### src/pkg/cfm_pkg.sv
// constants, state type and reset image for the contactor feedback monitor
// assumes a single 50 MHz system clock and power-on reset only
package cfm_pkg;

	// ----------------------------------------
	// timing
	// ----------------------------------------
	localparam int unsigned CLK_HZ = 50_000_000;
	localparam int unsigned FB_WINDOW_MS = 500;
	localparam logic [31:0] FB_WINDOW_CYC = 32'(FB_WINDOW_MS * (CLK_HZ / 1000));
	localparam int unsigned AUTORESET_S = 10;
	localparam logic [31:0] AUTORESET_CYC = 32'(AUTORESET_S * CLK_HZ);
	localparam logic [1:0] STRAP_SETTLE = 2'h3;

	// ----------------------------------------
	// display codes
	// ----------------------------------------
	localparam logic [7:0] DISP_DEFAULT_CH = 8'hc1;
	localparam logic [7:0] DISP_ALT_CH = 8'hc2;
	localparam logic [7:0] DISP_FB_OPEN_ERR = 8'h30;
	localparam logic [7:0] DISP_FB_CLOSE_ERR = 8'h31;

	// ----------------------------------------
	// state
	// ----------------------------------------
	typedef enum logic [2:0] {
		ST_OFF,
		ST_WAIT_OPEN,
		ST_ON,
		ST_WAIT_CLOSE,
		ST_AUTO_HOLD,
		ST_LOCKED
	} cfm_phase_t;

	typedef struct packed {
		cfm_phase_t phase;
		logic [31:0] cnt;
		logic [1:0] fb_s;
		logic [1:0] en_s;
		logic [1:0] pol_s;
		logic [1:0] rng_s;
		logic [1:0] strap_cnt;
		logic chan_cap;
		logic alternate_light_channel;
		logic reduce;
		logic safety_switch_output;
		logic feedback_open_error;
		logic feedback_close_error;
		logic locked;
		logic block_restart;
		logic [7:0] disp;
	} cfm_state_t;

	localparam cfm_state_t CFM_RESET = '{
		phase: ST_OFF,
		cnt: 32'h0,
		fb_s: 2'h0,
		en_s: 2'h0,
		pol_s: 2'h0,
		rng_s: 2'h0,
		strap_cnt: 2'h0,
		chan_cap: 1'b0,
		alternate_light_channel: 1'b0,
		reduce: 1'b0,
		safety_switch_output: 1'b0,
		feedback_open_error: 1'b0,
		feedback_close_error: 1'b0,
		locked: 1'b0,
		block_restart: 1'b0,
		disp: DISP_DEFAULT_CH
	};

endpackage : cfm_pkg

### src/core/cfm_monitor.sv
// contactor feedback monitor with channel and range strap handling
// assumes RELEASE_REQ, NONLOCK_FAULT and NONLOCK_CODE come from logic on CLOCK; other inputs are pins
module cfm_monitor #(
	parameter logic [31:0] FB_WINDOW = cfm_pkg::FB_WINDOW_CYC,
	parameter logic [31:0] AUTORESET = cfm_pkg::AUTORESET_CYC
) (
	input wire logic CLOCK,
	input wire logic RESETN,
	input wire logic FEEDBACK_CLOSED,
	input wire logic FEEDBACK_CHECK_EN,
	input wire logic SUPPLY_POLARITY_REV,
	input wire logic RANGE_SELECT_PIN,
	input wire logic RELEASE_REQ,
	input wire logic NONLOCK_FAULT,
	input wire logic [7:0] NONLOCK_CODE,
	output logic SAFETY_SWITCH_OUTPUT,
	output logic FEEDBACK_OPEN_ERROR,
	output logic FEEDBACK_CLOSE_ERROR,
	output logic FAULT_INTERLOCK,
	output logic ALTERNATE_LIGHT_CHANNEL,
	output logic REDUCED_LIGHT_POWER,
	output logic [7:0] DISPLAY_CODE
);

	// ----------------------------------------
	// state
	// ----------------------------------------
	cfm_pkg::cfm_state_t s_r;
	cfm_pkg::cfm_state_t s_nxt;
	logic fb;
	logic en;

	assign fb = s_r.fb_s[1];
	assign en = s_r.en_s[1];

	function automatic logic [7:0] chan_code(input logic alt);
		chan_code = alt ? cfm_pkg::DISP_ALT_CH : cfm_pkg::DISP_DEFAULT_CH;
	endfunction : chan_code

	// ----------------------------------------
	// next state
	// ----------------------------------------
	always_comb
	begin
		s_nxt = s_r;
		// first stages are only read by the second stages
		s_nxt.fb_s = {s_r.fb_s[0], FEEDBACK_CLOSED};
		s_nxt.en_s = {s_r.en_s[0], FEEDBACK_CHECK_EN};
		s_nxt.pol_s = {s_r.pol_s[0], SUPPLY_POLARITY_REV};
		s_nxt.rng_s = {s_r.rng_s[0], RANGE_SELECT_PIN};
		// range follows its static pin, no plausibility check on it
		s_nxt.reduce = s_r.rng_s[1];
		// polarity is caught once after the synchroniser settles
		if (!s_r.chan_cap)
		begin
			if (s_r.strap_cnt == cfm_pkg::STRAP_SETTLE)
			begin
				s_nxt.chan_cap = 1'b1;
				s_nxt.alternate_light_channel = s_r.pol_s[1];
				// an early non-locking code must stay visible
				if (s_r.phase == cfm_pkg::ST_OFF)
				begin
					s_nxt.disp = chan_code(s_r.pol_s[1]);
				end
			end
			else
			begin
				s_nxt.strap_cnt = s_r.strap_cnt + 2'h1;
			end
		end
		s_nxt.cnt = s_r.cnt + 32'h1;
		case (s_r.phase)
			cfm_pkg::ST_OFF:
			begin
				if (s_r.block_restart && !RELEASE_REQ)
				begin
					s_nxt.block_restart = 1'b0;
				end
				if (NONLOCK_FAULT)
				begin
					s_nxt.phase = cfm_pkg::ST_AUTO_HOLD;
					s_nxt.cnt = 32'h0;
					s_nxt.disp = NONLOCK_CODE;
				end
				else if (RELEASE_REQ && !s_r.block_restart && s_r.chan_cap && (!en || fb))
				begin
					s_nxt.phase = cfm_pkg::ST_WAIT_OPEN;
					s_nxt.safety_switch_output = 1'b1;
					s_nxt.cnt = 32'h0;
				end
			end
			cfm_pkg::ST_WAIT_OPEN:
			begin
				if (en && fb && s_r.cnt == FB_WINDOW - 32'h1)
				begin
					s_nxt.phase = cfm_pkg::ST_LOCKED;
					s_nxt.safety_switch_output = 1'b0;
					s_nxt.feedback_open_error = 1'b1;
					s_nxt.locked = 1'b1;
					s_nxt.disp = cfm_pkg::DISP_FB_OPEN_ERR;
				end
				else if (NONLOCK_FAULT)
				begin
					s_nxt.phase = cfm_pkg::ST_AUTO_HOLD;
					s_nxt.safety_switch_output = 1'b0;
					s_nxt.cnt = 32'h0;
					s_nxt.disp = NONLOCK_CODE;
				end
				else if (!RELEASE_REQ)
				begin
					// opening is still owed; the closing check covers the contactor
					s_nxt.phase = cfm_pkg::ST_WAIT_CLOSE;
					s_nxt.safety_switch_output = 1'b0;
					s_nxt.cnt = 32'h0;
				end
				else if (!en || !fb)
				begin
					s_nxt.phase = cfm_pkg::ST_ON;
				end
			end
			cfm_pkg::ST_ON:
			begin
				if (NONLOCK_FAULT)
				begin
					s_nxt.phase = cfm_pkg::ST_AUTO_HOLD;
					s_nxt.safety_switch_output = 1'b0;
					s_nxt.cnt = 32'h0;
					s_nxt.disp = NONLOCK_CODE;
				end
				else if (!RELEASE_REQ)
				begin
					s_nxt.phase = cfm_pkg::ST_WAIT_CLOSE;
					s_nxt.safety_switch_output = 1'b0;
					s_nxt.cnt = 32'h0;
				end
			end
			cfm_pkg::ST_WAIT_CLOSE:
			begin
				if (!en || fb)
				begin
					s_nxt.phase = cfm_pkg::ST_OFF;
				end
				else if (s_r.cnt == FB_WINDOW - 32'h1)
				begin
					s_nxt.phase = cfm_pkg::ST_LOCKED;
					s_nxt.feedback_close_error = 1'b1;
					s_nxt.locked = 1'b1;
					s_nxt.disp = cfm_pkg::DISP_FB_CLOSE_ERR;
				end
			end
			cfm_pkg::ST_AUTO_HOLD:
			begin
				if (s_r.cnt == AUTORESET - 32'h1)
				begin
					s_nxt.phase = cfm_pkg::ST_OFF;
					s_nxt.block_restart = 1'b1;
					s_nxt.disp = chan_code(s_r.alternate_light_channel);
				end
			end
			cfm_pkg::ST_LOCKED:
			begin
				// only power-on reset leaves this state
				s_nxt.cnt = s_r.cnt;
			end
			default:
			begin
				s_nxt.phase = cfm_pkg::ST_LOCKED;
				s_nxt.safety_switch_output = 1'b0;
				s_nxt.locked = 1'b1;
			end
		endcase
	end

	always_ff @(posedge CLOCK or negedge RESETN)
	begin
		if (!RESETN)
		begin
			s_r <= cfm_pkg::CFM_RESET;
		end
		else
		begin
			s_r <= s_nxt;
		end
	end

	// ----------------------------------------
	// outputs
	// ----------------------------------------
	assign SAFETY_SWITCH_OUTPUT = s_r.safety_switch_output;
	assign FEEDBACK_OPEN_ERROR = s_r.feedback_open_error;
	assign FEEDBACK_CLOSE_ERROR = s_r.feedback_close_error;
	assign FAULT_INTERLOCK = s_r.locked;
	assign ALTERNATE_LIGHT_CHANNEL = s_r.alternate_light_channel;
	assign REDUCED_LIGHT_POWER = s_r.reduce;
	assign DISPLAY_CODE = s_r.disp;
endmodule : cfm_monitor

### config.mk
export PLATFORM = sky130hd
export DESIGN_NAME = cfm_monitor
export DESIGN_NICKNAME = d
export VERILOG_FILES = /design/src/pkg/cfm_pkg.sv /design/src/core/cfm_monitor.sv
export SDC_FILE = /design/constraint.sdc
export NUM_CORES = 1
export LEC_CHECK = 0
export ABC_CLOCK_PERIOD_IN_PS = 4000
export BUFFER_PORTS_ARGS = -buffer_cell sky130_fd_sc_hd__buf_2
export CAP_MARGIN = 0
export CORE_MARGIN = 1.5
export CORE_UTILIZATION = 41
export DETAILED_ROUTE_END_ITERATION = 8
export PLACE_DENSITY = 0.7
export SLEW_MARGIN = 20
export SYNTH_ARGS = -nofsm -noshare
export SYNTH_HDL_FRONTEND = slang
export SYNTH_SLANG_ARGS = --single-unit
### constraint.sdc
create_clock -name CLOCK -period 4 [get_ports CLOCK]
set_input_delay 0.8 -clock CLOCK [delete_from_list [all_inputs] [get_ports CLOCK]]
set_output_delay 0.8 -clock CLOCK [all_outputs]
set_load 0.02 [all_outputs]
# == After elaboration in Yosys (flattened, before gate mapping) ==
# Cells that the tools add are included.
# totals
ff_bits,61
latchBits,0
ramBits,0
romBits,0
input_bits,16
out_inout_bits,14
wordCells,108
memories,0
# op_classes
addsub,2
mul,0
div,0
n_lt_le_gt_ge,0
eq_ne,19
shifts,0
muxes,40
n_bitwise,6
reduce_logical,25
# ops
op,count
35-bit 2-to-1 mux,5
32-bit case mux with 4 select lines,1
32-bit 2-to-1 mux,2
8-bit 2-to-1 mux,7
32-bit by 1-bit adder with 32-bit output (second input constant),1
32-bit by 25-bit == test with 1-bit output (second input constant),1
32-bit by 29-bit == test with 1-bit output (second input constant),1
8-bit case mux with 4 select lines,1
3-bit 2-to-1 mux,6
3-bit case mux with 6 select lines,1
2-bit inequality test (second input constant),5
1-bit 2-to-1 mux,9
9-bit 2-to-1 mux,1
3-bit AND reduction,3
2-bit 2-to-1 mux,4
3-bit by 2-bit == test with 1-bit output (second input constant),2
3-bit == test (second input constant),2
1-bit logical AND,6
3-bit inequality test (second input constant),2
1-bit inverter,6
2-bit AND reduction,3
6-bit AND reduction,1
5-bit inequality test (second input constant),1
1-bit logical NOT,4
15 further kinds,17

# == Depth between registers and ports, before layout ==
# depth
word_depth,7
ltp_mapped,8
mapped_depth_nobuf,7

# == Least setup slack after synthesis ==
# OpenSTA, ideal clock, no wires.
# synth_path
path_kind,reg2reg
from,reg s_r[32] (netlist name)
to,reg s_r[35] (netlist name)
setup_ns,0.073
arrival_time_ns,2.456
required_time_ns,3.927
setup_slack_ns,1.471
stages_incl_launch_ff,8
n_path_buf,2
synth_period_minus_slack_ns,2.529
path_cell_list,dfrtp_1 or4_1 or4_4 or4_4 and4b_1 buf_6 buf_6 a21oi_2
# synth_between
elab_chain_cells,5
elab_cells_between_ends,11
cone_classes,add/sub (1); eq/ne (1); mux (8); reduce/logical (1)
# synth_lines
item,line,rtl
start: declaration,cfm_monitor.sv:28,cfm_pkg::cfm_state_t s_r;
start signal: assignment,cfm_monitor.sv:178,s_r <= cfm_pkg::CFM_RESET;
start signal: assignment,cfm_monitor.sv:182,s_r <= s_nxt;
32-bit by 1-bit adder with 32-bit output,cfm_monitor.sv:71,s_nxt.cnt = s_r.cnt + 32'h1;
32-bit 2-to-1 mux,cfm_monitor.sv:109,else if (!RELEASE_REQ)
35-bit 2-to-1 mux,cfm_monitor.sv:102,else if (NONLOCK_FAULT)
32-bit 2-to-1 mux,cfm_monitor.sv:94,if (en && fb && s_r.cnt == FB_WINDOW - 32'h1)
32-bit case mux with 4 select lines *,cfm_monitor.sv:72,case (s_r.phase)
# Every way passes the cells marked *; elsewhere a longest branch is shown, timed or not. The select of a mux whose other input is x is not followed.
# A chain may end at the register's enable or synchronous reset.

# == Worst setup path after layout ==
# layout_path
from,reg s_r[32] (netlist name)
to,reg s_r[44] (netlist name)
# The elaborated chain is that of the path after synthesis.

==> implementation parameters <==
Parameter                              Value

Run status
  Outcome ... completed

Route
  Mean number of vias per cell ... 5.360
  Vias ... 2519
  Final ANT Viol Nets ... 0
  Starting DRT DRC Count ... 252
  Number of iterations in the first detailed-routing pass ... 4
  Routed wirelength normalized by instance count ... 14.45 µm
  Final wirelength ... 6790 µm
  Number of DRC violations after detailed routing ... 0

Final layout
  Number of filler instances in the final layout ... 757
  Final nets ... 383
  Area growth, synth to finish ... 10.27%
  Antenna diode instance count ... 0
  Share of cells above drive strength 1 ... 18.48%

Critical path
  WS Path Type ... flip-flop to flip-flop
  Largest delay contributor family on the critical path ... simple AND/OR/NAND/NOR gates
  End of the worst register-to-register path ... s_r[44]$_DFFE_PN0N_
  Kind of start point of the critical path ... flip-flop
  Start point of the critical path ... s_r[32]$_DFFE_PN0N_
  Crit path buf inv count ... 1
  Most numerous cell on the critical path ... sky130_fd_sc_hd__or4_4
  Slack of the worst reg-to-reg path ... 1.07 ns
  Crit Reg-Reg Startpoint ... s_r[32]$_DFFE_PN0N_
  Arrival time at the worst endpoint ... 3.20 ns
  Slowest cell on the critical path ... sky130_fd_sc_hd__or4_1
  Required time reported for the critical path endpoint ... 4.27 ns
  Endpoint of the worst setup timing path ... s_r[44]$_DFFE_PN0N_
  Worst R2R Path Depth ... 6
  Crit path capture type ... flip-flop
  Worst path depth ... 6
  Worst path max stage delay ... 0.53 ns
  Largest fanout on the critical path ... 19
  List of cells traversed by the critical path ... or4_1, or4_4, or4_4, and4b_1, buf_4, nor2_1

Timing
  Pins over their slew limit ... 0
  Hold_ws ... 0.3482 ns
  Post-route minimum period ... 2.929 ns
  Final-report hold violation count ... 0
  Slew of the pin with the lowest slew margin ... 0.9570 ns
  Setup repair after global routing missed its margin ... no
  Final critical-path share of the clock period ... 73.22%
  Highest clock frequency the design can meet ... 0.3414 GHz
  Relative slew margins ... 35.61%
  Final setup viols ... 0
  Setup skew after layout ... 0.008168 ns
  Sum of negative setup slack ... 0 ns

Yosys
  Gate count of the mapped netlist ... 341
  Synthesized area ... 0.003239 mm²
  Post-synthesis simple-gate area fraction ... 27.27%
  Syn Nets ... 359
  Register area share after synthesis ... 47.24%
  Dominant register cell in the synthesized netlist ... sky130_fd_sc_hd__dfrtp_1
  Mean instance size in the synthesized netlist ... 9.500 µm²
  Yosys cell types ... 51
  Largest family of logic cells by synthesized area ... simple AND/OR/NAND/NOR gates
  Synthesis warning total ... 0
  Async S/R FF share, synth ... 100.0%
  Register bit count reported by yosys ... 61
  Proportion of synthesized area in mux cells ... 1.313%
  Number of enable-type register cells in the synthesized netlist ... 0
  Area share of xor/xnor cells in the synthesized design ... 7.300%
  Arithmetic-cell share of the synthesized area counting full adders, half adders and majority gates ... 0.7725%
  Fraction of the mapped netlist area in compound gates ... 11.24%

CTS
  # clock sinks ... 61
  Setup Buffers After CTS ... 0
  Total of hold buffers inserted after clock tree synthesis ... 0
  TritonCTS clock tree ... done
  Worst-Skew Late Latency ... 0.34 ns
  Resize count post-CTS ... 0
  H-tree depth ... 3
  TritonCTS buffer count ... 9
  Clk root buf ... sky130_fd_sc_hd__clkbuf_8
  Buffer levels on the longest clock path ... 2
  Clock input transition at the sequential cells of the worst setup and hold paths ... 0.06 ns

Place
  Placer's final routability congestion estimate ... 0.8081
  DP HPWL ... 4638 µm
  IO buf count ... 29

GRT
  Met2 layer usage reported by global route ... 25.31%
  Met3 track utilization from global routing ... 3.400%
  Global routing usage on met1 ... 25.19%
  Largest net degree at the start of global routing ... 35
  Most Crowded Layer GR ... met2
  Global-route wire length before repair ... 11660 µm
  Via count of the first global-routing pass ... 2432
  GR Overflow Total ... 0
  Initial antenna violation count ... 0
  Global routing usage summed across all routing layers ... 17.66%

Job
  Max-capacitance violation count ... 0

Floorplanning
  Chip height ... 91.89 µm
  Number of primary I/O pins ... 30
  X dimension of the die ... 91.89 µm
  Starting density of the core ... 42.14%
  Core region area ... 0.007687 mm²
  Die area ... 0.008443 mm²
  Cell Rows ... 32

Power
  Max VDD drop ... 0.1847 mV
  Power per Cell Area ... 463.2 mW/mm²
  Total leakage power ... 0.001528 µW

Hold path
  Min-Delay Startpoint ... s_nxt[13]$_DFF_PN0_
  Hold Path Class ... flip-flop to flip-flop
## worst reg2reg max path, stage by stage (launching register included)
cell                      delay (ns)
sky130_fd_sc_hd__dfrtp_1        0.41
sky130_fd_sc_hd__or4_1          0.53
sky130_fd_sc_hd__or4_4          0.53
sky130_fd_sc_hd__or4_4          0.51
sky130_fd_sc_hd__and4b_1        0.42
sky130_fd_sc_hd__buf_4          0.33
sky130_fd_sc_hd__nor2_1         0.13
## where the power goes
group,switching (µW),internal [µW]
logic,235,138
clock network,233,250
registers,85.3,713
total,554,1100
## synth_stat cells (all sizes together), types with 2 or more instances
master / n / area (µm²)
ha: 2 / 25.02
a32oi: 2 / 17.52
or2: 2 / 12.51
a211oi: 2 / 15.01
and3: 2 / 12.51
xor2: 20 / 175.2
or3: 5 / 31.28
a21o: 2 / 15.01
and2: 5 / 31.28
o31ai: 2 / 15.01
nand2b: 10 / 62.56
nor2b: 3 / 18.77
nor4b: 2 / 17.52
o211ai: 4 / 30.03
a21oi: 11 / 70.06
nor4bb: 2 / 20.02
xnor2: 7 / 61.31
nor3: 11 / 65.06
clkbuf: 8 / 30.03
nor2: 38 / 157.7
nor4: 4 / 25.02
and3b: 2 / 17.52
mux2: 2 / 22.52
nand2: 38 / 142.6
o311ai: 2 / 17.52
or4: 4 / 37.53
mux2i: 2 / 20.02
dfstp: 3 / 78.83
nand4: 12 / 75.07
dfrtp: 58 / 1451
o21ai: 22 / 110.1
inv: 6 / 22.52
nand3: 16 / 80.08
nand3b: 3 / 22.52
and4: 5 / 43.79
buf: 12 / 105.1
## worst min path at each step
stage               slack (ns)                             to  cells after the start
floorplan                 0.33  REDUCED_LIGHT_POWER$_DFF_PN0_                      0
global placement          0.33              s_r[21]$_DFF_PN0_                      0
detailed placement        0.34  REDUCED_LIGHT_POWER$_DFF_PN0_                      0
CTS                       0.35  REDUCED_LIGHT_POWER$_DFF_PN0_                      0
global route              0.35                   en$_DFF_PN0_                      0
finish                    0.35  REDUCED_LIGHT_POWER$_DFF_PN0_                      0
## cell type report
cell class                      count  area [µm²]  share of cell area (%)
Clock buffer                       12       155.1                   4.343
Clock inverter                      2       10.01                  0.2802
Inverter                            6       22.52                  0.6305
Multi-Input combinational cell    254        1551                   43.43
Sequential cell                    61        1530                   42.84
Tap cell                          102       127.6                   3.573
Timing Repair Buffer               33       175.2                   4.904
## registers in the layout, summed over array words and instances (netlist names)
signal                   count
DISPLAY_CODE                 8
REDUCED_LIGHT_POWER          1
ALTERNATE_LIGHT_CHANNEL      1
en                           1
s_r                         40
FAULT_INTERLOCK              1
FEEDBACK_OPEN_ERROR          1
SAFETY_SWITCH_OUTPUT         1
FEEDBACK_CLOSE_ERROR         1
fb                           1
s_nxt                        5
## per-layer routing
metal  vias to the layer above  wire (µm)
met5                         -          0
met3                        12        311
met2                        58       2966
met1                      1206       3349
li1                       1243          -
met4                         0        162
## logic make-up after synthesis
family / Yosys count
simple gates: 165
flops: 61
compound gates: 56
xor+xnor: 27
buf+inv: 26
mux: 4
fa+ha+maj: 2
## per-stage QoR
stage / std cells / setup slack, ns / util, % / total power (µW) / instance area (µm²)
after detailed placement: 456 / 1.076 / 44.32 / 1181 / 3407
after global placement: 456 / 1.155 / 44.32 / 1166 / 3407
after global routing: 470 / 0.9471 / 46.47 / 1753 / 3572
final: 470 / 1.071 / 46.47 / 1654 / 3572
after floorplan: 341 / 1.471 / - / 1120 / 3239
after CTS: 470 / 1.079 / 46.47 / 1669 / 3572
## layout by cell type, fill, tap and decap left out, types with 4 or more instances in the layout
master / instances
sky130_fd_sc_hd__dfrtp_1: 58
sky130_fd_sc_hd__nand2_1: 38
sky130_fd_sc_hd__nor2_1: 32
sky130_fd_sc_hd__buf_2: 29
sky130_fd_sc_hd__o21ai_0: 22
sky130_fd_sc_hd__xor2_1: 20
sky130_fd_sc_hd__nand3_1: 16
sky130_fd_sc_hd__nand4_1: 12
sky130_fd_sc_hd__clkbuf_8: 11
sky130_fd_sc_hd__nand2b_1: 10
sky130_fd_sc_hd__nor3_1: 9
sky130_fd_sc_hd__a21oi_1: 7
sky130_fd_sc_hd__xnor2_1: 7
sky130_fd_sc_hd__inv_1: 6
sky130_fd_sc_hd__nor2_2: 6
sky130_fd_sc_hd__and4_1: 5
sky130_fd_sc_hd__and2_1: 5
sky130_fd_sc_hd__or3_1: 5
sky130_fd_sc_hd__nor4_1: 4
sky130_fd_sc_hd__o211ai_1: 4
sky130_fd_sc_hd__a21oi_2: 4
sky130_fd_sc_hd__buf_4: 4
Note: power is estimated with default switching activity, not from simulation.
